**src/crc_shift_engine.sv**
```systemverilog
// Shared definitions for the CRC controller and its serial shift engine.
// Assumes one 250 MHz system clock and a synchronous, active-high reset.
`default_nettype none

package crc_ctrl_pkg;
  // Datapath and bus widths
  localparam int DATA_W = 32;
  localparam int ADDR_W = 4;
  localparam int REG_W = 16;
  localparam int FIFO_DEPTH = 16;
  localparam int CNT_W = 5;
  localparam int IRQ_W = 2;

  // FIFO limits and the polynomial length field above which the FIFO is halved
  localparam logic [CNT_W-1:0] FIFO_LIMIT_SHORT = 5'h10;
  localparam logic [CNT_W-1:0] FIFO_LIMIT_LONG = 5'h08;
  localparam logic [4:0] POLY_LENGTH_FIELD_SPLIT = 5'h07;

  // Register word indices on the local port
  localparam logic [ADDR_W-1:0] OFS_CTRL_STATUS = 4'h0;
  localparam logic [ADDR_W-1:0] OFS_WIDTH_CFG = 4'h1;
  localparam logic [ADDR_W-1:0] OFS_DATA_IN = 4'h2;
  localparam logic [ADDR_W-1:0] OFS_RESULT = 4'h3;
  localparam logic [ADDR_W-1:0] OFS_POLY = 4'h4;
  localparam logic [ADDR_W-1:0] OFS_IRQ_STATUS = 4'h5;
  localparam logic [ADDR_W-1:0] OFS_IRQ_MASK = 4'h6;

  // Control/status field positions
  localparam int BIT_LSB_FIRST = 3;
  localparam int BIT_START = 4;
  localparam int BIT_ISEL = 5;
  localparam int BIT_EMPTY = 6;
  localparam int BIT_FULL = 7;
  localparam int VALID_WORD_COUNT_LO = 8;

  // Width/length configuration field positions
  localparam int DATA_WIDTH_FIELD_LO = 8;
  localparam int POLY_LENGTH_FIELD_LO = 0;

  // Interrupt status bits
  localparam int IRQ_CRC = 0;
  localparam int IRQ_OVERFLOW = 1;

  // Reset values and helper constants
  localparam logic [DATA_W-1:0] LEN_MASK_SEED = 32'hFFFF_FFFE;
  localparam logic [DATA_W-1:0] POLY_RESET = 32'h0000_0000;
  localparam logic [DATA_W-1:0] CRC_RESET = 32'h0000_0000;

  typedef struct packed {
    logic [4:0] data_width;
    logic [4:0] poly_length;
  } width_cfg_type;

  localparam width_cfg_type CFG_RESET = '{data_width: 5'h00, poly_length: 5'h00};

  typedef struct packed {
    logic [DATA_W-1:0] data;
    logic lsb_first;
  } word_req_type;

  typedef enum logic [1:0] {
    ST_IDLE = 2'b01,
    ST_SHIFT = 2'b10
  } shift_state_type;
endpackage : crc_ctrl_pkg

// Serial CRC shifter: one data bit per clock while running.
// Expects the word and its bit order in one load pulse while idle.
module crc_shift_engine (
  input wire logic i_clk_sys,
  input wire logic i_rst,
  input wire logic i_run,
  input wire logic i_load,
  input wire crc_ctrl_pkg::word_req_type i_req,
  input wire crc_ctrl_pkg::width_cfg_type i_cfg,
  input wire logic [crc_ctrl_pkg::DATA_W-1:0] i_poly,
  input wire logic i_seed_wr,
  input wire logic [crc_ctrl_pkg::DATA_W-1:0] i_seed,
  output logic o_busy,
  output logic o_done,
  output logic [crc_ctrl_pkg::DATA_W-1:0] o_crc
);
  import crc_ctrl_pkg::*;

  shift_state_type state;
  logic [DATA_W-1:0] word;
  logic lsb_first;
  logic [4:0] bit_cnt;
  logic [DATA_W-1:0] crc;

  // Bit selection, feedback and length mask
  wire advance = (state == ST_SHIFT) && i_run;
  wire last_bit = (bit_cnt == i_cfg.data_width);
  wire [4:0] msb_index = i_cfg.data_width - bit_cnt;
  wire cur_bit = lsb_first ? word[bit_cnt] : word[msb_index];
  wire [DATA_W-1:0] len_mask = ~(LEN_MASK_SEED << i_cfg.poly_length);
  wire feedback = cur_bit ^ crc[i_cfg.poly_length];
  wire [DATA_W-1:0] shifted = {crc[DATA_W-2:0], 1'b0} ^ (feedback ? i_poly : CRC_RESET);
  wire [DATA_W-1:0] next_crc = shifted & len_mask;

  // State, counter and captured word
  always_ff @(posedge i_clk_sys) begin
    if (i_rst) begin
      state <= ST_IDLE;
      bit_cnt <= 5'h00;
      word <= CRC_RESET;
      lsb_first <= 1'b0;
    end else begin
      case (state)
        ST_IDLE: begin
          if (i_load) begin
            state <= ST_SHIFT;
            word <= i_req.data;
            lsb_first <= i_req.lsb_first;
            bit_cnt <= 5'h00;
          end
        end
        ST_SHIFT: begin
          if (advance) begin
            bit_cnt <= bit_cnt + 5'h01;
            if (last_bit) begin
              state <= ST_IDLE;
            end
          end
        end
        default: state <= ST_IDLE;
      endcase
    end
  end

  // CRC register; a seed write wins over shifting
  always_ff @(posedge i_clk_sys) begin
    if (i_rst) begin
      crc <= CRC_RESET;
    end else if (i_seed_wr) begin
      crc <= i_seed;
    end else if (advance) begin
      crc <= next_crc;
    end
  end

  assign o_busy = (state == ST_SHIFT);
  assign o_done = advance && last_bit;
  assign o_crc = crc;
endmodule : crc_shift_engine

`default_nettype wire

```
**src/crc_controller.sv**
```systemverilog
// Programmable CRC controller: registers, input FIFO, interrupt logic.
// Assumes the local register port master and a 250 MHz system clock.
//
// Overview of operation
// - Pointer counts FIFO words, at most sixteen.
// - Long polynomials limit FIFO to eight words.
// - Full flag set exactly while FIFO full.
// - Empty flag set exactly while FIFO empty.
// - Interrupt select picks empty or done timing.
// - Start bit runs shifter; zero stops it.
// - Data width is field plus one.
// - Polynomial length is field plus one.
// - Unimplemented configuration bits read as zero.
`default_nettype none

module crc_controller #(
  parameter int FIFO_DEPTH = crc_ctrl_pkg::FIFO_DEPTH
) (
  input wire logic i_clk_sys,
  input wire logic i_rst,
  input wire logic [crc_ctrl_pkg::ADDR_W-1:0] i_addr,
  input wire logic [crc_ctrl_pkg::DATA_W-1:0] i_wdata,
  input wire logic i_wr,
  input wire logic i_rd,
  output logic [crc_ctrl_pkg::DATA_W-1:0] o_rdata,
  output logic o_irq
);
  import crc_ctrl_pkg::*;

  localparam int PTR_W = $clog2(FIFO_DEPTH);

  // Software-written control state
  logic shifter_start;
  logic irq_timing_select;
  logic lsb_first_select;
  width_cfg_type cfg;
  logic [DATA_W-1:0] poly;
  logic [IRQ_W-1:0] irq_status;
  logic [IRQ_W-1:0] irq_mask;

  // FIFO storage and pointers
  logic [DATA_W-1:0] fifo_mem [FIFO_DEPTH];
  logic [PTR_W-1:0] wr_ptr;
  logic [PTR_W-1:0] rd_ptr;
  logic [CNT_W-1:0] word_count;

  // Engine connections
  logic eng_busy;
  logic eng_done;
  logic [DATA_W-1:0] eng_crc;
  word_req_type eng_req;

  // Address decode
  wire wr_ctrl = i_wr && (i_addr == OFS_CTRL_STATUS);
  wire wr_cfg = i_wr && (i_addr == OFS_WIDTH_CFG);
  wire wr_data = i_wr && (i_addr == OFS_DATA_IN);
  wire wr_result = i_wr && (i_addr == OFS_RESULT);
  wire wr_poly = i_wr && (i_addr == OFS_POLY);
  wire wr_irq_status = i_wr && (i_addr == OFS_IRQ_STATUS);
  wire wr_irq_mask = i_wr && (i_addr == OFS_IRQ_MASK);

  wire long_poly = (cfg.poly_length > POLY_LENGTH_FIELD_SPLIT);
  wire [CNT_W-1:0] fifo_limit = long_poly ? FIFO_LIMIT_LONG : FIFO_LIMIT_SHORT;

  wire fifo_full_flag = (word_count >= fifo_limit);
  wire fifo_empty_flag = (word_count == '0);

  wire [CNT_W-1:0] valid_word_count = fifo_full_flag ? fifo_limit : word_count;

  // FIFO push/pop; a write into a full FIFO is dropped and flagged
  wire push = wr_data && !fifo_full_flag;
  wire overflow = wr_data && fifo_full_flag;
  wire pop = shifter_start && !eng_busy && !fifo_empty_flag;

  wire ev_fifo_drained = pop && (word_count == 5'h01) && !push;
  wire ev_shift_done = eng_done && fifo_empty_flag && !push;
  wire crc_event = irq_timing_select ? ev_fifo_drained : ev_shift_done;

  wire [IRQ_W-1:0] irq_set = {overflow, crc_event};
  wire [IRQ_W-1:0] irq_clear = wr_irq_status ? i_wdata[IRQ_W-1:0] : '0;
  wire [IRQ_W-1:0] next_irq_status = (irq_status & ~irq_clear) | irq_set;

  // Word handed to the engine
  assign eng_req.data = fifo_mem[rd_ptr];
  assign eng_req.lsb_first = lsb_first_select;

  // Read views of the registers
  wire [REG_W-1:0] ctrl_view = {3'h0, valid_word_count, fifo_full_flag, fifo_empty_flag,
    irq_timing_select, shifter_start, lsb_first_select, 3'h0};
  wire [REG_W-1:0] cfg_view = {3'h0, cfg.data_width, 3'h0, cfg.poly_length};

  // Read data selection; unmapped addresses read zero
  logic [DATA_W-1:0] read_mux;
  assign read_mux = (i_addr == OFS_CTRL_STATUS) ? {16'h0000, ctrl_view}
    : (i_addr == OFS_WIDTH_CFG) ? {16'h0000, cfg_view}
    : (i_addr == OFS_RESULT) ? eng_crc
    : (i_addr == OFS_POLY) ? poly
    : (i_addr == OFS_IRQ_STATUS) ? {30'h0, irq_status}
    : (i_addr == OFS_IRQ_MASK) ? {30'h0, irq_mask}
    : 32'h0000_0000;

  // Control register fields
  always_ff @(posedge i_clk_sys) begin
    if (i_rst) begin
      shifter_start <= 1'b0;
      irq_timing_select <= 1'b0;
      lsb_first_select <= 1'b0;
    end else if (wr_ctrl) begin
      shifter_start <= i_wdata[BIT_START];
      irq_timing_select <= i_wdata[BIT_ISEL];
      lsb_first_select <= i_wdata[BIT_LSB_FIRST];
    end
  end

  always_ff @(posedge i_clk_sys) begin
    if (i_rst) begin
      cfg <= CFG_RESET;
    end else if (wr_cfg) begin
      cfg.data_width <= i_wdata[DATA_WIDTH_FIELD_LO +: 5];
      cfg.poly_length <= i_wdata[POLY_LENGTH_FIELD_LO +: 5];
    end
  end

  // Polynomial and interrupt mask
  always_ff @(posedge i_clk_sys) begin
    if (i_rst) begin
      poly <= POLY_RESET;
      irq_mask <= '0;
    end else begin
      if (wr_poly) begin
        poly <= i_wdata;
      end
      if (wr_irq_mask) begin
        irq_mask <= i_wdata[IRQ_W-1:0];
      end
    end
  end

  // Sticky status, set wins over write-one-to-clear
  always_ff @(posedge i_clk_sys) begin
    if (i_rst) begin
      irq_status <= '0;
    end else begin
      irq_status <= next_irq_status;
    end
  end

  // FIFO storage write
  always_ff @(posedge i_clk_sys) begin
    if (push) begin
      fifo_mem[wr_ptr] <= i_wdata;
    end
  end

  always_ff @(posedge i_clk_sys) begin
    if (i_rst) begin
      wr_ptr <= '0;
      rd_ptr <= '0;
      word_count <= '0;
    end else begin
      if (push) begin
        wr_ptr <= wr_ptr + 1'b1;
      end
      if (pop) begin
        rd_ptr <= rd_ptr + 1'b1;
      end
      if (push && !pop) begin
        word_count <= word_count + 5'h01;
      end else if (pop && !push) begin
        word_count <= word_count - 5'h01;
      end
    end
  end

  // Registered bus answer and interrupt line
  always_ff @(posedge i_clk_sys) begin
    if (i_rst) begin
      o_rdata <= '0;
      o_irq <= 1'b0;
    end else begin
      o_rdata <= i_rd ? read_mux : '0;
      o_irq <= |(irq_status & irq_mask);
    end
  end

  crc_shift_engine u_engine (
    .i_clk_sys(i_clk_sys),
    .i_rst(i_rst),
    .i_run(shifter_start),
    .i_load(pop),
    .i_req(eng_req),
    .i_cfg(cfg),
    .i_poly(poly),
    .i_seed_wr(wr_result),
    .i_seed(i_wdata),
    .o_busy(eng_busy),
    .o_done(eng_done),
    .o_crc(eng_crc)
  );
endmodule : crc_controller

`default_nettype wire

```
**config.mk**
```make
export PLATFORM = sky130hd
export DESIGN_NAME = crc_controller
export DESIGN_NICKNAME = d
export VERILOG_FILES = /design/src/crc_shift_engine.sv /design/src/crc_controller.sv
export SDC_FILE = /design/constraint.sdc
export NUM_CORES = 1
export LEC_CHECK = 0
export BUFFER_PORTS_ARGS = -buffer_cell sky130_fd_sc_hd__buf_2
export CORE_UTILIZATION = 55
export CTS_CLUSTER_SIZE = 12
export DETAILED_ROUTE_END_ITERATION = 12
export GPL_ROUTABILITY_DRIVEN = 0
export PLACE_DENSITY = 0.72
export SYNTH_ARGS = -nofsm -noshare
export SYNTH_HDL_FRONTEND = slang
export SYNTH_SLANG_ARGS = --single-unit
```
**constraint.sdc**
```tcl
create_clock -name i_clk_sys -period 9.8 [get_ports i_clk_sys]
set_clock_uncertainty 0.2 [all_clocks]
set_input_delay 1.96 -clock i_clk_sys [delete_from_list [all_inputs] [get_ports i_clk_sys]]
set_output_delay 1.96 -clock i_clk_sys [all_outputs]
set_load 0.005 [all_outputs]
```
==> metrics.md, run 1 <==
| Metric | Value |
|---|---|
| Status | finished clean |
| Most used DFF post-synth | edfxtp_1 |
| Top-count cell post-synth | edfxtp_1 |
| End of the critical path | u_engine.o_crc[20] |
| Crit-path leading delay family | compound AO/OA/AOI/OAI gates |
| R2r setup slk | 5.46 ns |
| Max incr delay on CP | 0.80 ns |
| HP Class | register to register |
| Post-synth ARST share | 0 |
| Worst-path clk slew | 0.06 ns |
| Syn Std Cell Area | 28300 sq um |
| Worst slew margin | 0.222 |
| Vias per cell | 6.58 |
| Worst EP required | 10.10 ns |
| Crit Reg-Reg Endpoint | u_engine.o_crc[20] |
| H-tree levels | 3 |
| Largest net degree at the start of global routing | 79 |
| Synthesized Nets | 1949 |
| Root Buffer | clkbuf_16 |
| Max Clock Freq | 231 MHz |
| Antenna violations before repair | 0 |
| Remaining Overflow, GRT | 0 |
| Power per Cell Area | 183 nW/um^2 |
| Max-slew violations | 0 |
| Routed length per instance | 26.4 um |
| Synth cell count leaders | edfxtp_1, nand2_1, mux4_2 |
| Yosys reg bits | 679 |
| Post-Route WL | 70200 um |
| Final hold vios | 0 |
| Post-CTS sizing | 0 |
| Syn Inst Count | 1891 |
| Least-Margin Pin Slew | 1.17 ns |
| Multi-input logic area | 9090 sq um |
| FF+latch area | 18700 sq um |
| Setup Buffers After CTS | 0 |
| # Max-Cap Violations | 0 |
| CP Cell Sequence | fa_1 > mux4_2 > nor2b_1 > a2111oi_0 > o21ai_1 > o311ai_2 > buf_4 > a21boi_4 > buf_4 > o21a_1 > o311ai_1 |
| DP HPWL | 40600 um |
| Post-Route Setup TNS | 0 ns |
| Reg-to-reg startpoint | u_engine.bit_cnt[1] |
| Yosys top cell by area | edfxtp_1 |
| Clock tree sinks | 679 |
| Tot GR Track Use | 0.272 |
| IO Port Bufs | 72 |
| Clk_lat worst skew | 0.61 ns |
| CP dominant cell by count | buf_4 |
| Crit path max fanout | 48 |
| Final Core Density | 0.625 |
| Top cells by area, synth | edfxtp_1, mux4_2, dfxtp_1 |
| DRT Pass-1 Iters | 8 |
| Nets | 1996 |
| Die Width | 229 um |
| Routed vias | 17500 |
| Post-synth top area share | 0.542 |
| Total core area | 50500 sq um |
| Min Hold Slack | 0.270 ns |
| First-pass GRT wire length | 107000 um |
| Area growth, synth to finish | 11.2% |
| Setup violations, final | 0 |
| Ant diodes | 0 |
| Leak | 9.81 nW |
| CTS tree | yes |
| CP Data Arrival Time | 4.64 ns |
| Post-synth cell types | 70 |
| Max IR drop VDD | 0.000177 V |
| Fillers | 3566 |
| CTS Buffer Depth | 3 |
| Vias in the first global route | 17300 |
| Crit Path Category | register to register |
| CP max-delay cell | dfxtp_1 |
| Detailed-route DRC error count | 0 |
| Buffer and inverter count on the worst path | 2 |
| Starting Density | 0.562 |
| Fraction of layout cells with a size suffix above 1 | 0.208 |
| Avg Cell Area, Syn | 15.0 sq um |
| Post-detailed-route count of antenna-violating nets | 0 |
| Num CTS Buffers | 71 |
| Hold Buf Count CTS | 0 |
| DRT iter0 DRCs | 2475 |
| Final worst path period share | 0.443 |
| # rows | 82 |
| CP Launch Type | register |
| Synth Warn # | 0 |
| Die Area | 52500 sq um |
| RSZ-0062 raised after global routing | no |
| Crit. Startpoint | u_engine.bit_cnt[1] |
| Fin crit period | 4.34 ns |
| Number of synthesized flops with an enable pin | 512 |
| Die Y | 229 um |
| FF-to-FF path depth | 11 |
| Crit. End Element | register |
| Critical Path Stages | 11 |
| Post-synthesis sequential area ratio | 0.660 |
| # IOs | 73 |
## layout make-up
class	count	area share
clock buffer	102	0.0614
clock inverter	20	0.00647
inverter	24	0.00286
multi-input combinational	1053	0.288
sequential	679	0.594
tap	672	0.0267
timing repair buffer	109	0.0203
## state kept, by name (all words and copies together), names as in the netlist
name / flops
u_engine.state: 2
shifter_start: 1
fifo_mem: 512
poly: 32
u_engine.word: 32
cfg: 10
lsb_first_select: 1
irq_timing_select: 1
wr_ptr: 4
o_irq: 1
word_count: 5
irq_mask: 2
irq_status: 2
rd_ptr: 4
o_rdata: 32
u_engine.o_crc: 32
u_engine.bit_cnt: 5
u_engine.lsb_first: 1
## per-layer routing
layer | vias up | wire length (um) | global-route usage
met5 | - | 0 | 0
met4 | 0 | 1530 | 0.0658
li1 | 7484 | - | -
met2 | 1007 | 33800 | 0.430
met1 | 8859 | 28000 | 0.395
met3 | 153 | 6830 | 0.0498
## cell families after synthesis
group | count (synthesis) | share of synthesized area
flops | 679 | 0.660
simple gates | 530 | 0.0856
compound gates | 295 | 0.0689
mux | 196 | 0.149
buf+inv | 159 | 0.0234
fa+ha+maj | 18 | 0.00821
xor+xnor | 14 | 0.00433
## how the worst min path moves through the flow
stage,slack (ns),end,cells after the start,from
global placement,0.26,u_engine.word[14],2,u_engine.word[14]
global route,0.29,u_engine.word[14],2,u_engine.word[14]
floorplan,0.24,u_engine.word[13],2,u_engine.word[13]
detailed placement,0.26,u_engine.word[14],2,u_engine.word[14]
finish,0.27,u_engine.word[14],2,u_engine.word[14]
CTS,0.27,u_engine.word[14],2,u_engine.word[14]
## worst min-delay path, delay by kind of cell, from the launching register on
family           cells  cell delay (ns)
AND/OR/NAND/NOR      1             0.05
flip-flops           1             0.31
AO/OA/AOI/OAI        1             0.06
## power by group
part | internal [mW] | switching [mW]
clock network | 1.43 | 1.09
registers | 3.09 | 0.0108
logic | 0.0305 | 0.104
## cell usage in the layout, fill, tap and decap left out, drive strengths merged, types with 4 or more instances in the layout
master   instances
a21oi          120
a221oi           4
a222oi           5
a22oi           25
a31oi            6
and2             7
and3            18
buf            109
clkbuf         102
clkinv          13
dfxtp          167
edfxtp         512
ha              17
inv             27
mux2i           14
mux4           181
nand2          239
nand2b           5
nand3           40
nand4           12
nand4b          10
nor2           119
nor2b            5
nor3            34
nor3b           11
nor4             5
o2111ai         27
o211ai          35
o21a            20
o21ai           19
o221ai          10
o22ai            4
or2              4
or3              7
xnor2            4
xor2            10
## per-stage QoR
step	cell area (sq um)	setup WS, ns	cells	power, mW
global placement	29400	5.32	2537	3.29
floorplan	28300	3.90	1891	3.23
global route	31500	5.24	2659	5.91
finish	31500	5.46	2659	5.76
CTS	31500	5.47	2659	5.78
detailed placement	29400	5.25	2537	3.30
Note: power is estimated with default switching activity, not from simulation.
==> inputs of run 2 (changes only) <==
ABC_AREA = 1   (was not set)
PLACE_DENSITY = 0.74   (was 0.72)
clock period = 3.6 ns   (was 9.8 ns; I/O delays follow)
==> metrics.md, run 2 <==
| Metric | Value |
|---|---|
| Synth cell count leaders | edfxtp_1, o21ai_0, nor2_1 (was edfxtp_1, nand2_1, mux4_2) |
| Most frequent cells in the layout | edfxtp_1, o21ai_0, nor2_1 (was edfxtp_1, nand2_1, mux4_2) |
| CTS Buffer Depth | 3 (unchanged) |
| Multi-input logic area | 8600 sq um (was 9090 sq um) |
| Yosys top cell by area | edfxtp_1 (unchanged) |
| Fraction of layout cells with a size suffix above 1 | 0.0988 (was 0.208) |
| H-tree levels | 3 (unchanged) |
| Top cells by area, synth | edfxtp_1, dfxtp_1, o21ai_0 (was edfxtp_1, mux4_2, dfxtp_1) |
| First-pass GRT wire length | 121000 um (was 107000 um) |
| Post-synth top area share | 0.534 (was 0.542) |
| DRT iter0 DRCs | 2569 (was 2475) |
| DRT Pass-1 Iters | 8 (unchanged) |
| Syn Inst Count | 2820 (was 1891) |
| FF+latch area | 18700 sq um (unchanged) |
| Most used DFF post-synth | edfxtp_1 (unchanged) |
| Num CTS Buffers | 71 (unchanged) |
| Status | finished clean (unchanged) |
| Avg Cell Area, Syn | 10.2 sq um (was 15.0 sq um) |
| Routed vias | 22100 (was 17500) |
| Max IR drop VDD | 0.000445 V (was 0.000177 V) |
| Top-count cell post-synth | edfxtp_1 (unchanged) |
| Least-Margin Pin Slew | 1.09 ns (was 1.17 ns) |
| Leak | 11.2 nW (was 9.81 nW) |
| Worst-path clk slew | 0.06 ns (about the same) |
| Die Y | 231 um (was 229 um) |
| Antenna violations before repair | 3 (was 0) |
| Worst hold start | irq_mask[0] (was u_engine.word[14]) |
| # IOs | 73 (unchanged) |
| Area growth, synth to finish | 12.1% (was 11.2%) |
| CP dominant cell by count | nand3_1 (was buf_4) |
| Crit Path Category | register to register (unchanged) |
| Clock tree sinks | 679 (unchanged) |
| Synth Warn # | 0 (unchanged) |
| HP Class | register to register (unchanged) |
| Post-Route WL | 79100 um (was 70200 um) |
| Max Clock Freq | 299 MHz (was 231 MHz) |
| Die Area | 53300 sq um (was 52500 sq um) |
| Worst Hold Path EP | o_irq (was u_engine.word[14]) |
| DP HPWL | 48200 um (was 40600 um) |
| CP max-delay cell | fa_1 (was dfxtp_1) |
| Syn Std Cell Area | 28800 sq um (was 28300 sq um) |
| Post-synthesis sequential area ratio | 0.650 (was 0.660) |
| Final hold vios | 0 (unchanged) |
| # rows | 83 (was 82) |
| Vias in the first global route | 21100 (was 17300) |
| # Max-Cap Violations | 0 (unchanged) |
| Final worst path period share | 0.928 (was 0.443) |
| Buffer and inverter count on the worst path | 2 (unchanged) |
| Max incr delay on CP | 0.47 ns (was 0.80 ns) |
| FF-to-FF path depth | 17 (was 11) |
| Hold Buf Count CTS | 0 (unchanged) |
| Vias per cell | 6.15 (was 6.58) |
| Crit. End Element | register (unchanged) |
| Routed length per instance | 22.1 um (was 26.4 um) |
| Synthesized Nets | 2878 (was 1949) |
| Top reg by flops | fifo_mem (unchanged) |
| Post-synth cell types | 46 (was 70) |
| Post-synth ARST share | 0 (unchanged) |
| Setup Buffers After CTS | 0 (unchanged) |
| Number of synthesized flops with an enable pin | 512 (unchanged) |
| Worst slew margin | 0.270 (was 0.222) |
| CP Cell Sequence | inv_1 > ha_1 > fa_1 > inv_1 > nand3_1 > nand3_1 > nand3_1 > nand3_1 > nand2_1 > nand2_2 > nand2_2 > nand2_4 > nand3_1 > nand2_1 > nand2_1 > nand2_1 > a21oi_1 (was fa_1 > mux4_2 > nor2b_1 > a2111oi_0 > o21ai_1 > o311ai_2 > buf_4 > a21boi_4 > buf_4 > o21a_1 > o311ai_1) |
| Tot GR Track Use | 0.298 (was 0.272) |
| Die Width | 231 um (was 229 um) |
| Crit path max fanout | 63 (was 48) |
| Worst EP required | 3.83 ns (was 10.10 ns) |
| Power per Cell Area | 491 nW/um^2 (was 183 nW/um^2) |
| Fin crit period | 3.34 ns (was 4.34 ns) |
| Largest net degree at the start of global routing | 176 (was 79) |
| Detailed-route DRC error count | 0 (unchanged) |
| Crit Reg-Reg Endpoint | u_engine.o_crc[18] (was u_engine.o_crc[20]) |
| Root Buffer | clkbuf_16 (unchanged) |
| CP Launch Type | register (unchanged) |
| Layout Cells excl Fill | 3587 (was 2659) |
| Min Hold Slack | 0.279 ns (was 0.270 ns) |
| Starting Density | 0.559 (was 0.562) |
| CP Data Arrival Time | 3.58 ns (was 4.64 ns) |
| Dpl cells | 3470 (was 2537) |
| RSZ-0062 raised after global routing | no (unchanged) |
| Largest register FFs | 512 (unchanged) |
| Post-detailed-route count of antenna-violating nets | 0 (unchanged) |
| Setup violations, final | 0 (unchanged) |
| Post-CTS sizing | 0 (unchanged) |
| Most common library cell in the layout ignoring fill and taps | edfxtp_1 (unchanged) |
| R2r setup slk | 0.26 ns (was 5.46 ns) |
| WHS Path Cells | 2 (unchanged) |
| Fillers | 4049 (was 3566) |
| Total core area | 51500 sq um (was 50500 sq um) |
| Max-slew violations | 0 (unchanged) |
| CTS tree | yes (unchanged) |
| Yosys reg bits | 679 (unchanged) |
| Remaining Overflow, GRT | 0 (unchanged) |
| Crit-path leading delay family | simple AND/OR/NAND/NOR gates (was compound AO/OA/AOI/OAI gates) |
| IO Port Bufs | 72 (unchanged) |
| Nets | 2921 (was 1996) |
| Clk_lat worst skew | 0.62 ns (was 0.61 ns) |
| Reg-to-reg startpoint | cfg[5] (was u_engine.bit_cnt[1]) |
==> run 2: worst max path at each step <==
stage	start	endpoint	cells past startpoint
after floorplan	cfg[4]	fifo_mem[15][0]	11
after global placement	cfg[4]	word_count[3]	13
after detailed placement	cfg[5]	u_engine.o_crc[18]	17
after CTS	cfg[5]	u_engine.o_crc[18]	17
after global routing	cfg[5]	u_engine.o_crc[16]	16
final	cfg[5]	u_engine.o_crc[18]	17
==> run 2: tightest hold or removal path: stages (launching register included) <==
cell and delay [ns]:
dfxtp_1 0.32, nand2_1 0.06, a21oi_1 0.05
==> run 2: stage by stage <==
| step | TNS (ns) | setup slack, ns | power (mW) | instance area [sq um] | util |
|---|---|---|---|---|---|
| 6_report | 0 | 0.258 | 15.9 | 32300 | 0.627 |
| 5_1_grt | 0 | 0.00324 | 16.3 | 32300 | 0.627 |
| 4_1_cts | 0 | 0.365 | 15.9 | 32300 | 0.627 |
| 3_5_place_dp | 0 | 0.399 | 9.12 | 30200 | 0.585 |
| 3_3_place_gp | 0 | 0.446 | 9.11 | 30200 | 0.585 |
| 2_1_floorplan | -40.59 | -0.0849 | 8.87 | 28800 | - |
==> run 2: final cells by class <==
type / instances / share of cell area
antenna: 1 / 0.0000775
clock buffer: 98 / 0.0604
clock inverter: 18 / 0.00550
inverter: 208 / 0.0244
multi-input combinational: 1753 / 0.266
sequential: 679 / 0.580
tap: 680 / 0.0264
timing repair buffer: 150 / 0.0367
==> run 2: cell families after synthesis <==
logic type      count (synthesis)  share of synthesized area
simple gates                  905                      0.130
compound gates                824                      0.154
flops                         679                      0.650
buf+inv                       388                     0.0556
fa+ha+maj                      18                    0.00808
xor+xnor                        6                    0.00183
==> run 2: per-layer routing <==
| metal | part of all wire | vias up | global-route usage |
|---|---|---|---|
| met3 | 0.091 | 223 | 0.0560 |
| met1 | 0.39 | 10600 | 0.390 |
| met5 | 0.00033 | - | 0 |
| met4 | 0.054 | 4 | 0.160 |
| li1 | - | 10000 | - |
| met2 | 0.47 | 1179 | 0.473 |
==> run 2: power by group <==
part           internal (mW)  switching [mW]
logic                  0.113           0.403
registers               8.43          0.0225
clock network           3.98            2.91
total                   12.5            3.33
